### config.mk
export PLATFORM = sky130hd
export DESIGN_NAME = scsfc_socket_regs
export DESIGN_NICKNAME = d
export VERILOG_FILES = /design/src/scsfc_pkg.sv /design/src/scsfc_present_state.sv /design/src/scsfc_supply_gate.sv /design/src/scsfc_socket_regs.sv
export SDC_FILE = /design/constraint.sdc
export NUM_CORES = 1
export LEC_CHECK = 0
export BUFFER_PORTS_ARGS = -buffer_cell sky130_fd_sc_hd__buf_2
export CAP_MARGIN = 20
export CORE_AREA = 4 4 73 75
export DETAILED_ROUTE_END_ITERATION = 10
export DIE_AREA = 0 0 77 79
export GPL_ROUTABILITY_DRIVEN = 0
export PLACE_DENSITY = 0.84
export RECOVER_POWER = 100
export SLEW_MARGIN = 10
export SYNTH_ARGS = -nofsm -noshare
export SYNTH_HDL_FRONTEND = slang
export SYNTH_SLANG_ARGS = --single-unit
export TNS_END_PERCENT = 5
### constraint.sdc
create_clock -name core_clk_i -period 3.6 [get_ports core_clk_i]
set_input_delay 0.18 -clock core_clk_i [delete_from_list [all_inputs] [get_ports core_clk_i]]
set_output_delay 0.18 -clock core_clk_i [all_outputs]
set_load 0.03 [all_outputs]
### src/scsfc_pkg.sv
//==================================================================
// Socket card force and control constants
//==================================================================
// Behaviour
// - Force register at 0Ch; upper bits read zero
// - Retest bit re-interrogates card, re-enables power control
// - Forced supply bits copy into capability flags
// - Forced supply one disables power control until retest
// - Forced bit 9 writes invalid-supply flag
// - Forced bits 8,7,5,4 write matching flags
// - Forced bit 3 sets power event only
// - Forced bits 2,1 set detect events only
// - Forced bit 0 sets status event only
// - Force bit 6 ignores writes, reads zero
// - Control register at 10h, resets zero, high zero
// - Policy zero: halt only idle and host halting
// - Policy one: halt whenever socket is idle
// - Program supply field decodes six codes, two reserved
// - Control bit 3 ignores writes, reads zero
// - Only acceptable supply requests reach the switch
// - Invalid supply request sets invalid-supply flag
// - Capability and type flags change only on force or interrogation
package scsfc_pkg;

  //==================================================================
  // Register offsets
  //==================================================================
  localparam logic [7:0] SCSFC_OFS_PRESENT = 8'h08;
  localparam logic [7:0] SCSFC_OFS_FORCE = 8'h0c;
  localparam logic [7:0] SCSFC_OFS_CTRL = 8'h10;

  //==================================================================
  // Force register bit positions
  //==================================================================
  localparam int FRC_RETEST = 14;
  localparam int FRC_CAP_HI = 13;
  localparam int FRC_CAP_LO = 10;
  localparam int FRC_BAD = 9;
  localparam int FRC_LOSS = 8;
  localparam int FRC_UNREC = 7;
  localparam int FRC_WIDE = 5;
  localparam int FRC_NARROW = 4;
  localparam int FRC_PWR = 3;
  localparam int FRC_EVT_HI = 3;

  //==================================================================
  // Control register layout and reset
  //==================================================================
  localparam int CTL_HALT = 7;
  localparam int CTL_VCC_HI = 6;
  localparam int CTL_VCC_LO = 4;
  localparam int CTL_VPP_HI = 2;
  localparam int CTL_VPP_LO = 0;
  localparam logic [7:0] CTL_RESET = 8'h00;
  localparam logic [7:0] CTL_WMASK = 8'hf7;

  //==================================================================
  // Present-state layout
  //==================================================================
  localparam logic [3:0] PRS_SOCK_CAPS = 4'h3;
  localparam int ST_W = 9;
  localparam int ST_CAP_LO = 5;
  localparam int ST_BAD = 4;
  localparam int ST_LOSS = 3;
  localparam int ST_UNREC = 2;
  localparam int ST_WIDE = 1;
  localparam int ST_NARROW = 0;
  localparam logic [8:0] ST_INTERROG_MASK = 9'h1e7;

  //==================================================================
  // Supply request codes
  //==================================================================
  typedef enum logic [2:0] {
    SUP_OFF = 3'h0,
    SUP_12V = 3'h1,
    SUP_5V = 3'h2,
    SUP_3V3 = 3'h3,
    SUP_XX = 3'h4,
    SUP_YY = 3'h5,
    SUP_RSV6 = 3'h6,
    SUP_RSV7 = 3'h7
  } scsfc_supply_t;

endpackage

### src/scsfc_present_state.sv
`timescale 1ns/1ps
//==================================================================
// Present-state flag store
//==================================================================
module scsfc_present_state
  import scsfc_pkg::*;
#(
  parameter int W = ST_W,
  parameter logic [8:0] UPD_MASK = ST_INTERROG_MASK
) (
  // Clock and reset
  input wire logic core_clk_i,
  input wire logic rst_i,
  // Forced write
  input wire logic force_we_i,
  input wire logic [W-1:0] force_val_i,
  // Interrogation result
  input wire logic interrog_done_i,
  input wire logic [W-1:0] interrog_val_i,
  // Hardware set requests
  input wire logic [W-1:0] set_i,
  // Flags
  output logic [W-1:0] state_o
);

  logic [W-1:0] state_r; // Flag bits

  //==================================================================
  // One flip-flop per flag
  //==================================================================
  for (genvar i = 0; i < W; i++) begin : g_flag
    // Set wins, then force, then interrogation
    always_ff @(posedge core_clk_i or posedge rst_i) begin
      if (rst_i) begin
        state_r[i] <= 1'b0;
      end else if (set_i[i]) begin
        state_r[i] <= 1'b1;
      end else if (force_we_i) begin
        state_r[i] <= force_val_i[i];
      end else if (interrog_done_i && UPD_MASK[i]) begin
        state_r[i] <= interrog_val_i[i];
      end
    end
  end

  assign state_o = state_r;

endmodule // scsfc_present_state

### src/scsfc_supply_gate.sv
`timescale 1ns/1ps
//==================================================================
// Supply request check and switch drive
//==================================================================
module scsfc_supply_gate
  import scsfc_pkg::*;
(
  // Clock and reset
  input wire logic core_clk_i,
  input wire logic rst_i,
  // Request
  input wire logic eval_i,
  input wire logic enable_i,
  input wire logic [2:0] vcc_req_i,
  input wire logic [2:0] vpp_req_i,
  input wire logic [3:0] caps_i,
  // Switch drive and verdict
  output logic [2:0] switch_vcc_o,
  output logic [2:0] switch_vpp_o,
  output logic invalid_o
);

  logic [2:0] vcc_r; // Applied main supply
  logic [2:0] vpp_r; // Applied program supply
  logic invalid_r; // One-cycle invalid verdict

  // Card must list the voltage; off and 12 V always fine
  function automatic logic cap_ok(input logic [2:0] code, input logic [3:0] caps);
    case (scsfc_supply_t'(code))
      SUP_OFF: cap_ok = 1'b1;
      SUP_12V: cap_ok = 1'b1;
      SUP_5V: cap_ok = caps[0];
      SUP_3V3: cap_ok = caps[1];
      SUP_XX: cap_ok = caps[2];
      SUP_YY: cap_ok = caps[3];
      default: cap_ok = 1'b0;
    endcase
  endfunction

  // Main supply never takes the 12 V code
  wire vcc_ok = (vcc_req_i != SUP_12V) && cap_ok(vcc_req_i, caps_i);
  wire vpp_ok = cap_ok(vpp_req_i, caps_i);
  wire req_ok = vcc_ok && vpp_ok;

  //==================================================================
  // Pass only acceptable requests
  //==================================================================
  always_ff @(posedge core_clk_i or posedge rst_i) begin
    if (rst_i) begin
      vcc_r <= 3'h0;
      vpp_r <= 3'h0;
      invalid_r <= 1'b0;
    end else begin
      invalid_r <= eval_i && !req_ok;
      if (eval_i && enable_i && req_ok) begin
        vcc_r <= vcc_req_i;
        vpp_r <= vpp_req_i;
      end
    end
  end

  assign switch_vcc_o = vcc_r;
  assign switch_vpp_o = vpp_r;
  assign invalid_o = invalid_r;

endmodule // scsfc_supply_gate

### src/scsfc_socket_regs.sv
`timescale 1ns/1ps
//==================================================================
// Socket force and control register block
//==================================================================
module scsfc_socket_regs
  import scsfc_pkg::*;
(
  // Clock and reset
  input wire logic core_clk_i,
  input wire logic rst_i,
  // Register port
  input wire logic reg_wr_i,
  input wire logic reg_rd_i,
  input wire logic [7:0] reg_addr_i,
  input wire logic [31:0] reg_wdata_i,
  output logic [31:0] reg_rdata_o,
  // Card interrogation
  output logic interrog_req_o,
  input wire logic interrog_done_i,
  input wire logic [3:0] interrog_caps_i,
  input wire logic interrog_unrec_i,
  input wire logic interrog_wide_i,
  input wire logic interrog_narrow_i,
  // Socket status
  input wire logic removal_loss_i,
  input wire logic socket_powered_i,
  input wire logic detect_a_pin_i,
  input wire logic detect_b_pin_i,
  input wire logic status_change_pin_i,
  input wire logic ready_pin_i,
  // Event pulses
  output logic power_change_event_o,
  output logic detect_b_change_event_o,
  output logic detect_a_change_event_o,
  output logic status_change_event_o,
  // Power switch
  output logic power_ctrl_en_o,
  output logic [2:0] switch_vcc_o,
  output logic [2:0] switch_vpp_o,
  // Card clock run
  input wire logic card_idle_i,
  input wire logic pci_clk_stopping_i,
  output logic card_clk_stop_allow_o
);

  //==================================================================
  // Declarations
  //==================================================================
  logic [3:0] sync1_r; // First synchroniser stage
  logic [3:0] sync2_r; // Second synchroniser stage
  logic [7:0] ctrl_r; // Socket control register
  logic [7:0] ctrl_nxt; // Next control value
  logic eval_r; // Check request next cycle
  logic pwr_en_r; // Power control enabled
  logic interrog_r; // Interrogation request pulse
  logic [3:0] evt_r; // Event pulses
  logic [31:0] rdata_r; // Read data
  logic [31:0] rdata_nxt; // Next read data
  logic [ST_W-1:0] state; // Present-state flags
  logic bad_req; // Invalid request verdict

  //==================================================================
  // Address decode
  //==================================================================
  wire force_wr = reg_wr_i && (reg_addr_i == SCSFC_OFS_FORCE);
  wire ctrl_wr = reg_wr_i && (reg_addr_i == SCSFC_OFS_CTRL);
  wire prs_rd = reg_addr_i == SCSFC_OFS_PRESENT;
  wire ctrl_rd = reg_addr_i == SCSFC_OFS_CTRL;

  // Write data fields
  wire retest = reg_wdata_i[FRC_RETEST];
  wire [3:0] force_caps = reg_wdata_i[FRC_CAP_HI:FRC_CAP_LO];
  wire [3:0] caps = state[ST_W-1:ST_CAP_LO];

  // Forced values, bit 6 of the write is dropped
  wire [ST_W-1:0] force_val = {force_caps, reg_wdata_i[FRC_BAD], reg_wdata_i[FRC_LOSS],
    reg_wdata_i[FRC_UNREC], reg_wdata_i[FRC_WIDE], reg_wdata_i[FRC_NARROW]};

  // Interrogation result; bad and loss slots unused
  wire [ST_W-1:0] interrog_val = {interrog_caps_i, 2'b00, interrog_unrec_i,
    interrog_wide_i, interrog_narrow_i};

  // Hardware set requests, winning over writes
  wire [ST_W-1:0] set_vec = {4'h0, bad_req, removal_loss_i, 3'h0};

  //==================================================================
  // Pin synchronisers
  //==================================================================
  // Only stage two feeds the read word
  always_ff @(posedge core_clk_i or posedge rst_i) begin
    if (rst_i) begin
      sync1_r <= 4'h0;
      sync2_r <= 4'h0;
    end else begin
      sync1_r <= {ready_pin_i, detect_b_pin_i, detect_a_pin_i, status_change_pin_i};
      sync2_r <= sync1_r;
    end
  end

  //==================================================================
  // Socket control register
  //==================================================================
  // Reserved bits masked off on write
  assign ctrl_nxt = ctrl_wr ? (reg_wdata_i[7:0] & CTL_WMASK) : ctrl_r;

  // Check strobe trails the write by one cycle
  always_ff @(posedge core_clk_i or posedge rst_i) begin
    if (rst_i) begin
      ctrl_r <= CTL_RESET;
      eval_r <= 1'b0;
    end else begin
      ctrl_r <= ctrl_nxt;
      eval_r <= ctrl_wr;
    end
  end

  //==================================================================
  // Power control enable and interrogation request
  //==================================================================
  // Retest wins over a forced supply bit in the same write
  always_ff @(posedge core_clk_i or posedge rst_i) begin
    if (rst_i) begin
      pwr_en_r <= 1'b1;
      interrog_r <= 1'b0;
    end else begin
      interrog_r <= force_wr && retest;
      if (force_wr && retest) begin
        pwr_en_r <= 1'b1;
      end else if (force_wr && (|force_caps)) begin
        pwr_en_r <= 1'b0;
      end
    end
  end

  //==================================================================
  // Forced event pulses
  //==================================================================
  // Live status inputs are never touched here
  always_ff @(posedge core_clk_i or posedge rst_i) begin
    if (rst_i) begin
      evt_r <= 4'h0;
    end else begin
      evt_r <= force_wr ? reg_wdata_i[FRC_EVT_HI:0] : 4'h0;
    end
  end

  //==================================================================
  // Flag store and supply gate
  //==================================================================
  // Set requests win over forced writes
  scsfc_present_state #(
    .W(ST_W),
    .UPD_MASK(ST_INTERROG_MASK)
  ) u_state (
    .core_clk_i(core_clk_i),
    .rst_i(rst_i),
    .force_we_i(force_wr),
    .force_val_i(force_val),
    .interrog_done_i(interrog_done_i),
    .interrog_val_i(interrog_val),
    .set_i(set_vec),
    .state_o(state)
  );

  // Control write checked one cycle later
  scsfc_supply_gate u_gate (
    .core_clk_i(core_clk_i),
    .rst_i(rst_i),
    .eval_i(eval_r),
    .enable_i(pwr_en_r),
    .vcc_req_i(ctrl_r[CTL_VCC_HI:CTL_VCC_LO]),
    .vpp_req_i(ctrl_r[CTL_VPP_HI:CTL_VPP_LO]),
    .caps_i(caps),
    .switch_vcc_o(switch_vcc_o),
    .switch_vpp_o(switch_vpp_o),
    .invalid_o(bad_req)
  );

  //==================================================================
  // Read path
  //==================================================================
  // Ready pin sits between unrecognised and wide flags
  wire [31:0] prs_word = {PRS_SOCK_CAPS, 14'h0, state[ST_W-1:ST_UNREC], sync2_r[3],
    state[ST_WIDE], state[ST_NARROW], socket_powered_i, sync2_r[2:0]};
  // Force register and unmapped offsets read zero
  assign rdata_nxt = prs_rd ? prs_word : (ctrl_rd ? {24'h0, ctrl_r} : 32'h0);

  // Read data held until the next read
  always_ff @(posedge core_clk_i or posedge rst_i) begin
    if (rst_i) begin
      rdata_r <= 32'h0;
    end else if (reg_rd_i) begin
      rdata_r <= rdata_nxt;
    end
  end

  //==================================================================
  // Outputs
  //==================================================================
  // Registered outputs straight from flops
  assign reg_rdata_o = rdata_r;
  assign interrog_req_o = interrog_r;
  assign power_ctrl_en_o = pwr_en_r;

  // Event pulses, one cycle each
  assign {power_change_event_o, detect_b_change_event_o, detect_a_change_event_o,
    status_change_event_o} = evt_r;

  // Halt policy: free when set, else follow the host clock
  assign card_clk_stop_allow_o = card_idle_i && (ctrl_r[CTL_HALT] || pci_clk_stopping_i);
endmodule // scsfc_socket_regs

# Word level (Yosys, flattened, before mapping)
# Cells that the tools add are included.
# totals
output_inout_bits	45
ff_bits	70
input_bits	60
elab_cells	80
# classes
reduce_logical	21
n_mux	25
eq_ne	14
# op_table
cell	n
30-bit two-way mux	1
1-bit two-way mux	20
8-bit by 4-bit == test with 1-bit output (second input constant)	2
3-bit by 2-bit == test with 1-bit output (second input constant)	4
3-bit == test (second input constant)	4
1-bit logical AND	10
1-bit one-hot mux with 5 select lines	2
8-bit by 5-bit == test with 1-bit output (second input constant)	1
8-bit two-way mux	1
2-bit nonzero test	4
3-bit by 1-bit == test with 1-bit output (second input constant)	2
3-bit logical NOT	2
4-bit two-way mux	1
2-bit OR reduction	2
4-bit OR reduction	1
3-bit by 1-bit inequality test with 1-bit output (second input constant)	1
1-bit logical NOT	1
1-bit logical OR	1

# Longest topological paths before layout
# depth
ltp_word	7
mapped_depth	6
depth_no_buf	5

# Modules after synthesis
# A second synthesis with hierarchy kept.
# unflattened
cells_unflattened	179
area_unflattened_um2	2306.0
# by_module_without_submodules
module	n_inst	cells_each	area_per_inst_um2	seq_area_each_um2
scsfc_socket_regs	1	106	1488.9	927.1
scsfc_present_state	1	44	464.2	225.2
scsfc_supply_gate	1	29	352.8	175.2

# Least setup slack after synthesis
# OpenSTA, ideal clock, no wires.
# synth_timing
path_type	register to register
startpoint	register ctrl_r[1]
endpoint	register u_gate.vcc_r[0], in the netlist u_gate.switch_vcc_o[0]
slack_ps	2016
arrival_ps	1459
n_path_buf	0
setup_ps	125
t_required_ps	3475
synth_period_minus_slack_ps	1584
path_stages_with_launch	6
path_cell_list	dfrtp_1 > and2b_2 > o21ai_1 > o21ai_2 > nor3_4 > mux2_2
# synth_between
elab_chain_cells	5
elab_cells_between_ends	10
cone_classes	5 x eq/ne; 1 x mux; 4 x reduce/logical
# synth_lines
element	line	source
start: declaration	scsfc_socket_regs.sv:51	logic [7:0] ctrl_r;
start signal: assignment	scsfc_socket_regs.sv:112	ctrl_r <= ctrl_nxt;
3-bit by 1-bit == test with 1-bit output or 3-bit logical NOT (tied branches)	scsfc_supply_gate.sv:29	case (scsfc_supply_t'(code))
2-bit OR reduction (no line)	-	
1-bit one-hot mux with 5 select lines (*)	scsfc_supply_gate.sv:29	
1-bit logical AND (*)	scsfc_supply_gate.sv:43	wire req_ok = vcc_ok && vpp_ok;
1-bit logical AND (*)	scsfc_supply_gate.sv:55	if (eval_i && enable_i && req_ok) begin
end signal: assignment	scsfc_supply_gate.sv:56	vcc_r <= vcc_req_i;
end: declaration	scsfc_supply_gate.sv:23	logic [2:0] vcc_r;
# Every way passes the cells marked *; elsewhere a longest branch is shown, timed or not.
# A chain may end at the register's enable or synchronous reset.

# Worst setup path in the final report
# layout_timing
startpoint	register ctrl_r[6]
endpoint	register u_gate.vcc_r[0], in the netlist u_gate.switch_vcc_o[0]
# layout_between
elab_chain_cells	6
elab_cells_between_ends	12
cone_classes	6 x eq/ne; 1 x mux; 5 x reduce/logical
# layout_lines
element	line	source
3-bit by 1-bit == test with 1-bit output or 3-bit logical NOT (tied branches)	scsfc_supply_gate.sv:29	
2-bit OR reduction (no line)	-	
1-bit one-hot mux with 5 select lines	scsfc_supply_gate.sv:29	
1-bit logical AND (*)	scsfc_supply_gate.sv:41	wire vcc_ok = (vcc_req_i != SUP_12V) && cap_ok(vcc_req_i, caps_i);
1-bit logical AND (*)	scsfc_supply_gate.sv:43	
1-bit logical AND (*)	scsfc_supply_gate.sv:55	
# Marked as above.

==> PnR_summary.wiki <==
{| class="wikitable"
! Metric !! Value
|-
| I/O pin count || 105
|-
| Pin count of the biggest net entering global routing || 54
|-
| Die area || 6083 um2
|-
| Number of standard-cell rows in the floorplan || 25
|-
| Clock share of power || 29.1%
|-
| Iteration-0 DRC count of the detailed router || 56
|-
| Period utilization || 61.71%
|-
| Most used cells in the layout excluding fill and tap cells || 52 x sky130_fd_sc_hd__dfrtp_1, 42 x sky130_fd_sc_hd__buf_2, 31 x sky130_fd_sc_hd__clkbuf_1
|-
| Max-slew headroom at the worst pin || 42.58%
|-
| Overall routed net length || 4810 um
|-
| Peak clock frequency supported by timing || 0.4501 GHz
|-
| Antenna violations before repair || 0
|-
| Post-cts sizing count || 0
|-
| Total power draw || 1.066 mW
|-
| Critical Path Start Type || register
|-
| Leakage power figure || 1.299 nW
|-
| Share of power burned in registers || 59.7%
|-
| Vias after detailed routing || 1,642
|-
| Avg Cell Area, Syn || 11.46 um2
|-
| Final-report hold violation count || 0
|-
| Overall Global Routing Usage || 16.24%
|-
| Reported max-cap violation count || 0
|-
| Clock Path Buffers || 2
|-
| Cell Pwr Density || 397.8 nW/um2
|-
| Number of distinct library cells after synthesis || 36
|-
| Worst endpoint data arrival time || 2.41 ns
|-
| Post-synthesis to final-layout area growth || 18.08%
|-
| Drc violations || 0
|-
| Setup repair after global routing missed its margin || no
|-
| CTS sink count || 53
|-
| Clock tree from TritonCTS || done
|-
| Max-slew violation total from the final report || 0
|-
| Critical path required time || 3.79 ns
|-
| Switching Fraction || 25.42%
|-
| Worst ir drop on vdd || 0.0002466 V
|-
| Result of the run || finished clean
|-
| Proportion of power drawn by combinational gates || 11.3%
|-
| Initial core utilization || 48.70%
|-
| Register bit count reported by yosys || 53
|-
| Via count of the first global-routing pass || 1,657
|-
| Post-detailed-route via-to-cell ratio || 5.006
|-
| WS Path Type || reg -> reg
|-
| Global-route wire length before repair || 7672 um
|-
| CTS HTree Levels || 2
|-
| Most common library cell in the layout ignoring fill and taps || sky130_fd_sc_hd__dfrtp_1
|-
| Synth Warn # || 0
|-
| # hold bufs at CTS || 4
|-
| Area of the core || 4661 um2
|-
| Layout net count || 333
|-
| Worst-case clock skew || 0.005905 ns
|-
| CP Capture Type || register
|-
| Setup tns final || 0 ns
|-
| Clock period minus final worst setup slack || 2.222 ns
|-
| Maximum net fanout on the critical path || 7
|-
| Number of input and output port buffers inserted || 71
|-
| Instance count along the most critical hold path || 2
|-
| Clock transition at the register clock pins on the worst setup and hold paths after CTS || 0.09 ns
|-
| Area of the mapped netlist || 2270 um2
|-
| CTS root buf || sky130_fd_sc_hd__clkbuf_8
|-
| Net switching power of the design || 0.2710 mW
|-
| Internal power || 0.7951 mW
|-
| Share of the yosys chip area belonging to registers || 58.49%
|-
| Class of the most critical hold timing path || in -> reg
|-
| Height of the die || 79 um
|-
| Post-DRT Antenna Nets || 0
|-
| Number of setup buffers added after CTS || 0
|-
| Final setup fails || 0
|-
| Layout filler cell count || 414
|-
| Detail-routed net length per standard cell || 14.66 um
|-
| First-pass DRT Iterations || 5
|-
| Number of cells on the worst reg-to-reg path || 5
|-
| Die extent in x || 77 um
|-
| Remaining global-route overflow || 0
|-
| Transition time of the tightest slew-check pin || 0.8547 ns
|-
| Detail Placement HPWL || 3548 um
|-
| Fraction of final layout cells with drive strength greater than 1 || 24.45%
|-
| CTS buffer count || 5
|-
| Number of diodes added for antenna fixing || 0
|-
| Instance count of the mapped netlist || 198
|-
| Clock latency at the later pin of the worst-skew pair || 0.30 ns
|}
-- power by group through the flow --
stage	registers, mW	clock network, mW	logic (mW)
2_1_floorplan	0.655	0	0.0788
3_3_place_gp	0.647	0	0.114
3_5_place_dp	0.648	0	0.118
4_1_cts	0.636	0.324	0.121
5_1_grt	0.640	0.346	0.132
6_report	0.636	0.310	0.120
-- per-stage QoR --
step,worst slack [ns],hold WS [ns],instances,cell area (um2),utilization [%]
2_1_floorplan,2.016,0.2114,213,2326,-
3_3_place_gp,1.848,0.2888,314,2591,55.60
3_5_place_dp,1.812,0.2898,314,2591,55.60
4_1_cts,1.787,0.06291,326,2714,58.23
5_1_grt,1.276,0.06323,328,2680,57.50
6_report,1.378,0.06837,328,2680,57.50
-- worst paths after layout --
path,start,end,slack (ns)
max,ctrl_r[6],u_gate.switch_vcc_o[0],1.38
min,removal_loss_i,u_state.state_o[3],0.07
max reg2reg,ctrl_r[6],u_gate.switch_vcc_o[0],1.38
min reg2reg,sync1_r[3],sync2_r[3],0.35
max in group asynchronous,rst_i,power_ctrl_en_o,2.51
min in group asynchronous,rst_i,u_gate.switch_vcc_o[2],0.44
-- worst max-delay path: stages, from the launching register on --
cell,delay (ns)
sky130_fd_sc_hd__dfrtp_1,0.47
sky130_fd_sc_hd__nand2b_1,0.17
sky130_fd_sc_hd__a22oi_1,0.16
sky130_fd_sc_hd__o21ai_0,0.16
sky130_fd_sc_hd__nor3_1,0.74
sky130_fd_sc_hd__mux2_2,0.41
-- layer usage --
metal	routed length, um	share of wire [%]	GRT usage, %
met5	0	0	0
met4	65	1.4	5.872
met3	317	6.6	4.195
met2	2480	52	29.18
met1	1947	40	18.76
-- layout make-up --
class	instances	area [um2]	share of cell area (%)
timing repair buffer	78	392.9	14.66
inverter	11	41.29	1.541
clock inverter	2	10.01	0.3735
sequential	53	1328	49.53
clock buffer	6	72.57	2.708
multi-input combinational	124	768.2	28.66
tap	54	67.56	2.521
-- synthesized netlist by cell type --
cell type                  count  area share [%]
sky130_fd_sc_hd__nand3_1       7             1.5
sky130_fd_sc_hd__and4b_1       1            0.44
sky130_fd_sc_hd__inv_1        11             1.8
sky130_fd_sc_hd__nor4_2        1            0.55
sky130_fd_sc_hd__nand2b_1      1            0.28
sky130_fd_sc_hd__o21a_1        2            0.66
sky130_fd_sc_hd__o41ai_1       1            0.39
sky130_fd_sc_hd__nand2_1      15             2.5
sky130_fd_sc_hd__clkbuf_2      1            0.22
sky130_fd_sc_hd__a21oi_1       7             1.5
sky130_fd_sc_hd__dfrtp_1      52              57
sky130_fd_sc_hd__and2_1        5             1.4
sky130_fd_sc_hd__conb_1        1            0.17
sky130_fd_sc_hd__or4_1         1            0.33
sky130_fd_sc_hd__o21ai_2       1            0.39
sky130_fd_sc_hd__clkbuf_1      2            0.33
sky130_fd_sc_hd__nor3_4        1            0.72
sky130_fd_sc_hd__nor2_1        7             1.2
sky130_fd_sc_hd__nand2_2       1            0.28
sky130_fd_sc_hd__nor2b_1       1            0.28
sky130_fd_sc_hd__buf_1         2            0.33
sky130_fd_sc_hd__and2b_1       1            0.33
sky130_fd_sc_hd__o221ai_1      1            0.39
sky130_fd_sc_hd__buf_4        18             6.0
sky130_fd_sc_hd__a22oi_1       9             3.0
sky130_fd_sc_hd__and2b_2       1            0.39
sky130_fd_sc_hd__nor3_1        2            0.44
sky130_fd_sc_hd__nand3b_1      3            0.99
sky130_fd_sc_hd__mux2i_1       7             3.1
sky130_fd_sc_hd__dfstp_2       1             1.2
sky130_fd_sc_hd__and3b_2       1            0.44
sky130_fd_sc_hd__buf_2         2            0.44
sky130_fd_sc_hd__mux2_2       14             6.9
sky130_fd_sc_hd__a21o_1        1            0.33
sky130_fd_sc_hd__o21ai_0      15             3.3
sky130_fd_sc_hd__o21ai_1       1            0.22
-- registers in the layout (all words and copies together), names as in the netlist --
register,cells
ctrl_r,7
reg_rdata_o,15
u_gate.switch_vcc_o,3
eval_r,1
u_gate.switch_vpp_o,3
sync2_r,4
u_state.state_o,9
evt_r,4
interrog_req_o,1
u_gate.invalid_o,1
sync1_r,4
power_ctrl_en_o,1
-- kinds of logic (layout without fill, tap and decap cells) --
logic type | count (synthesis) | after routing | synth area share [%]
flops | 53 | 53 | 58.49
simple gates | 49 | 49 | 12.02
buf+inv | 36 | 97 | 9.096
other cells | 1 | 16 | 0.1652
mux | 21 | 21 | 10.03
compound gates | 38 | 38 | 10.20
Power figures use the tool's default switching activity.
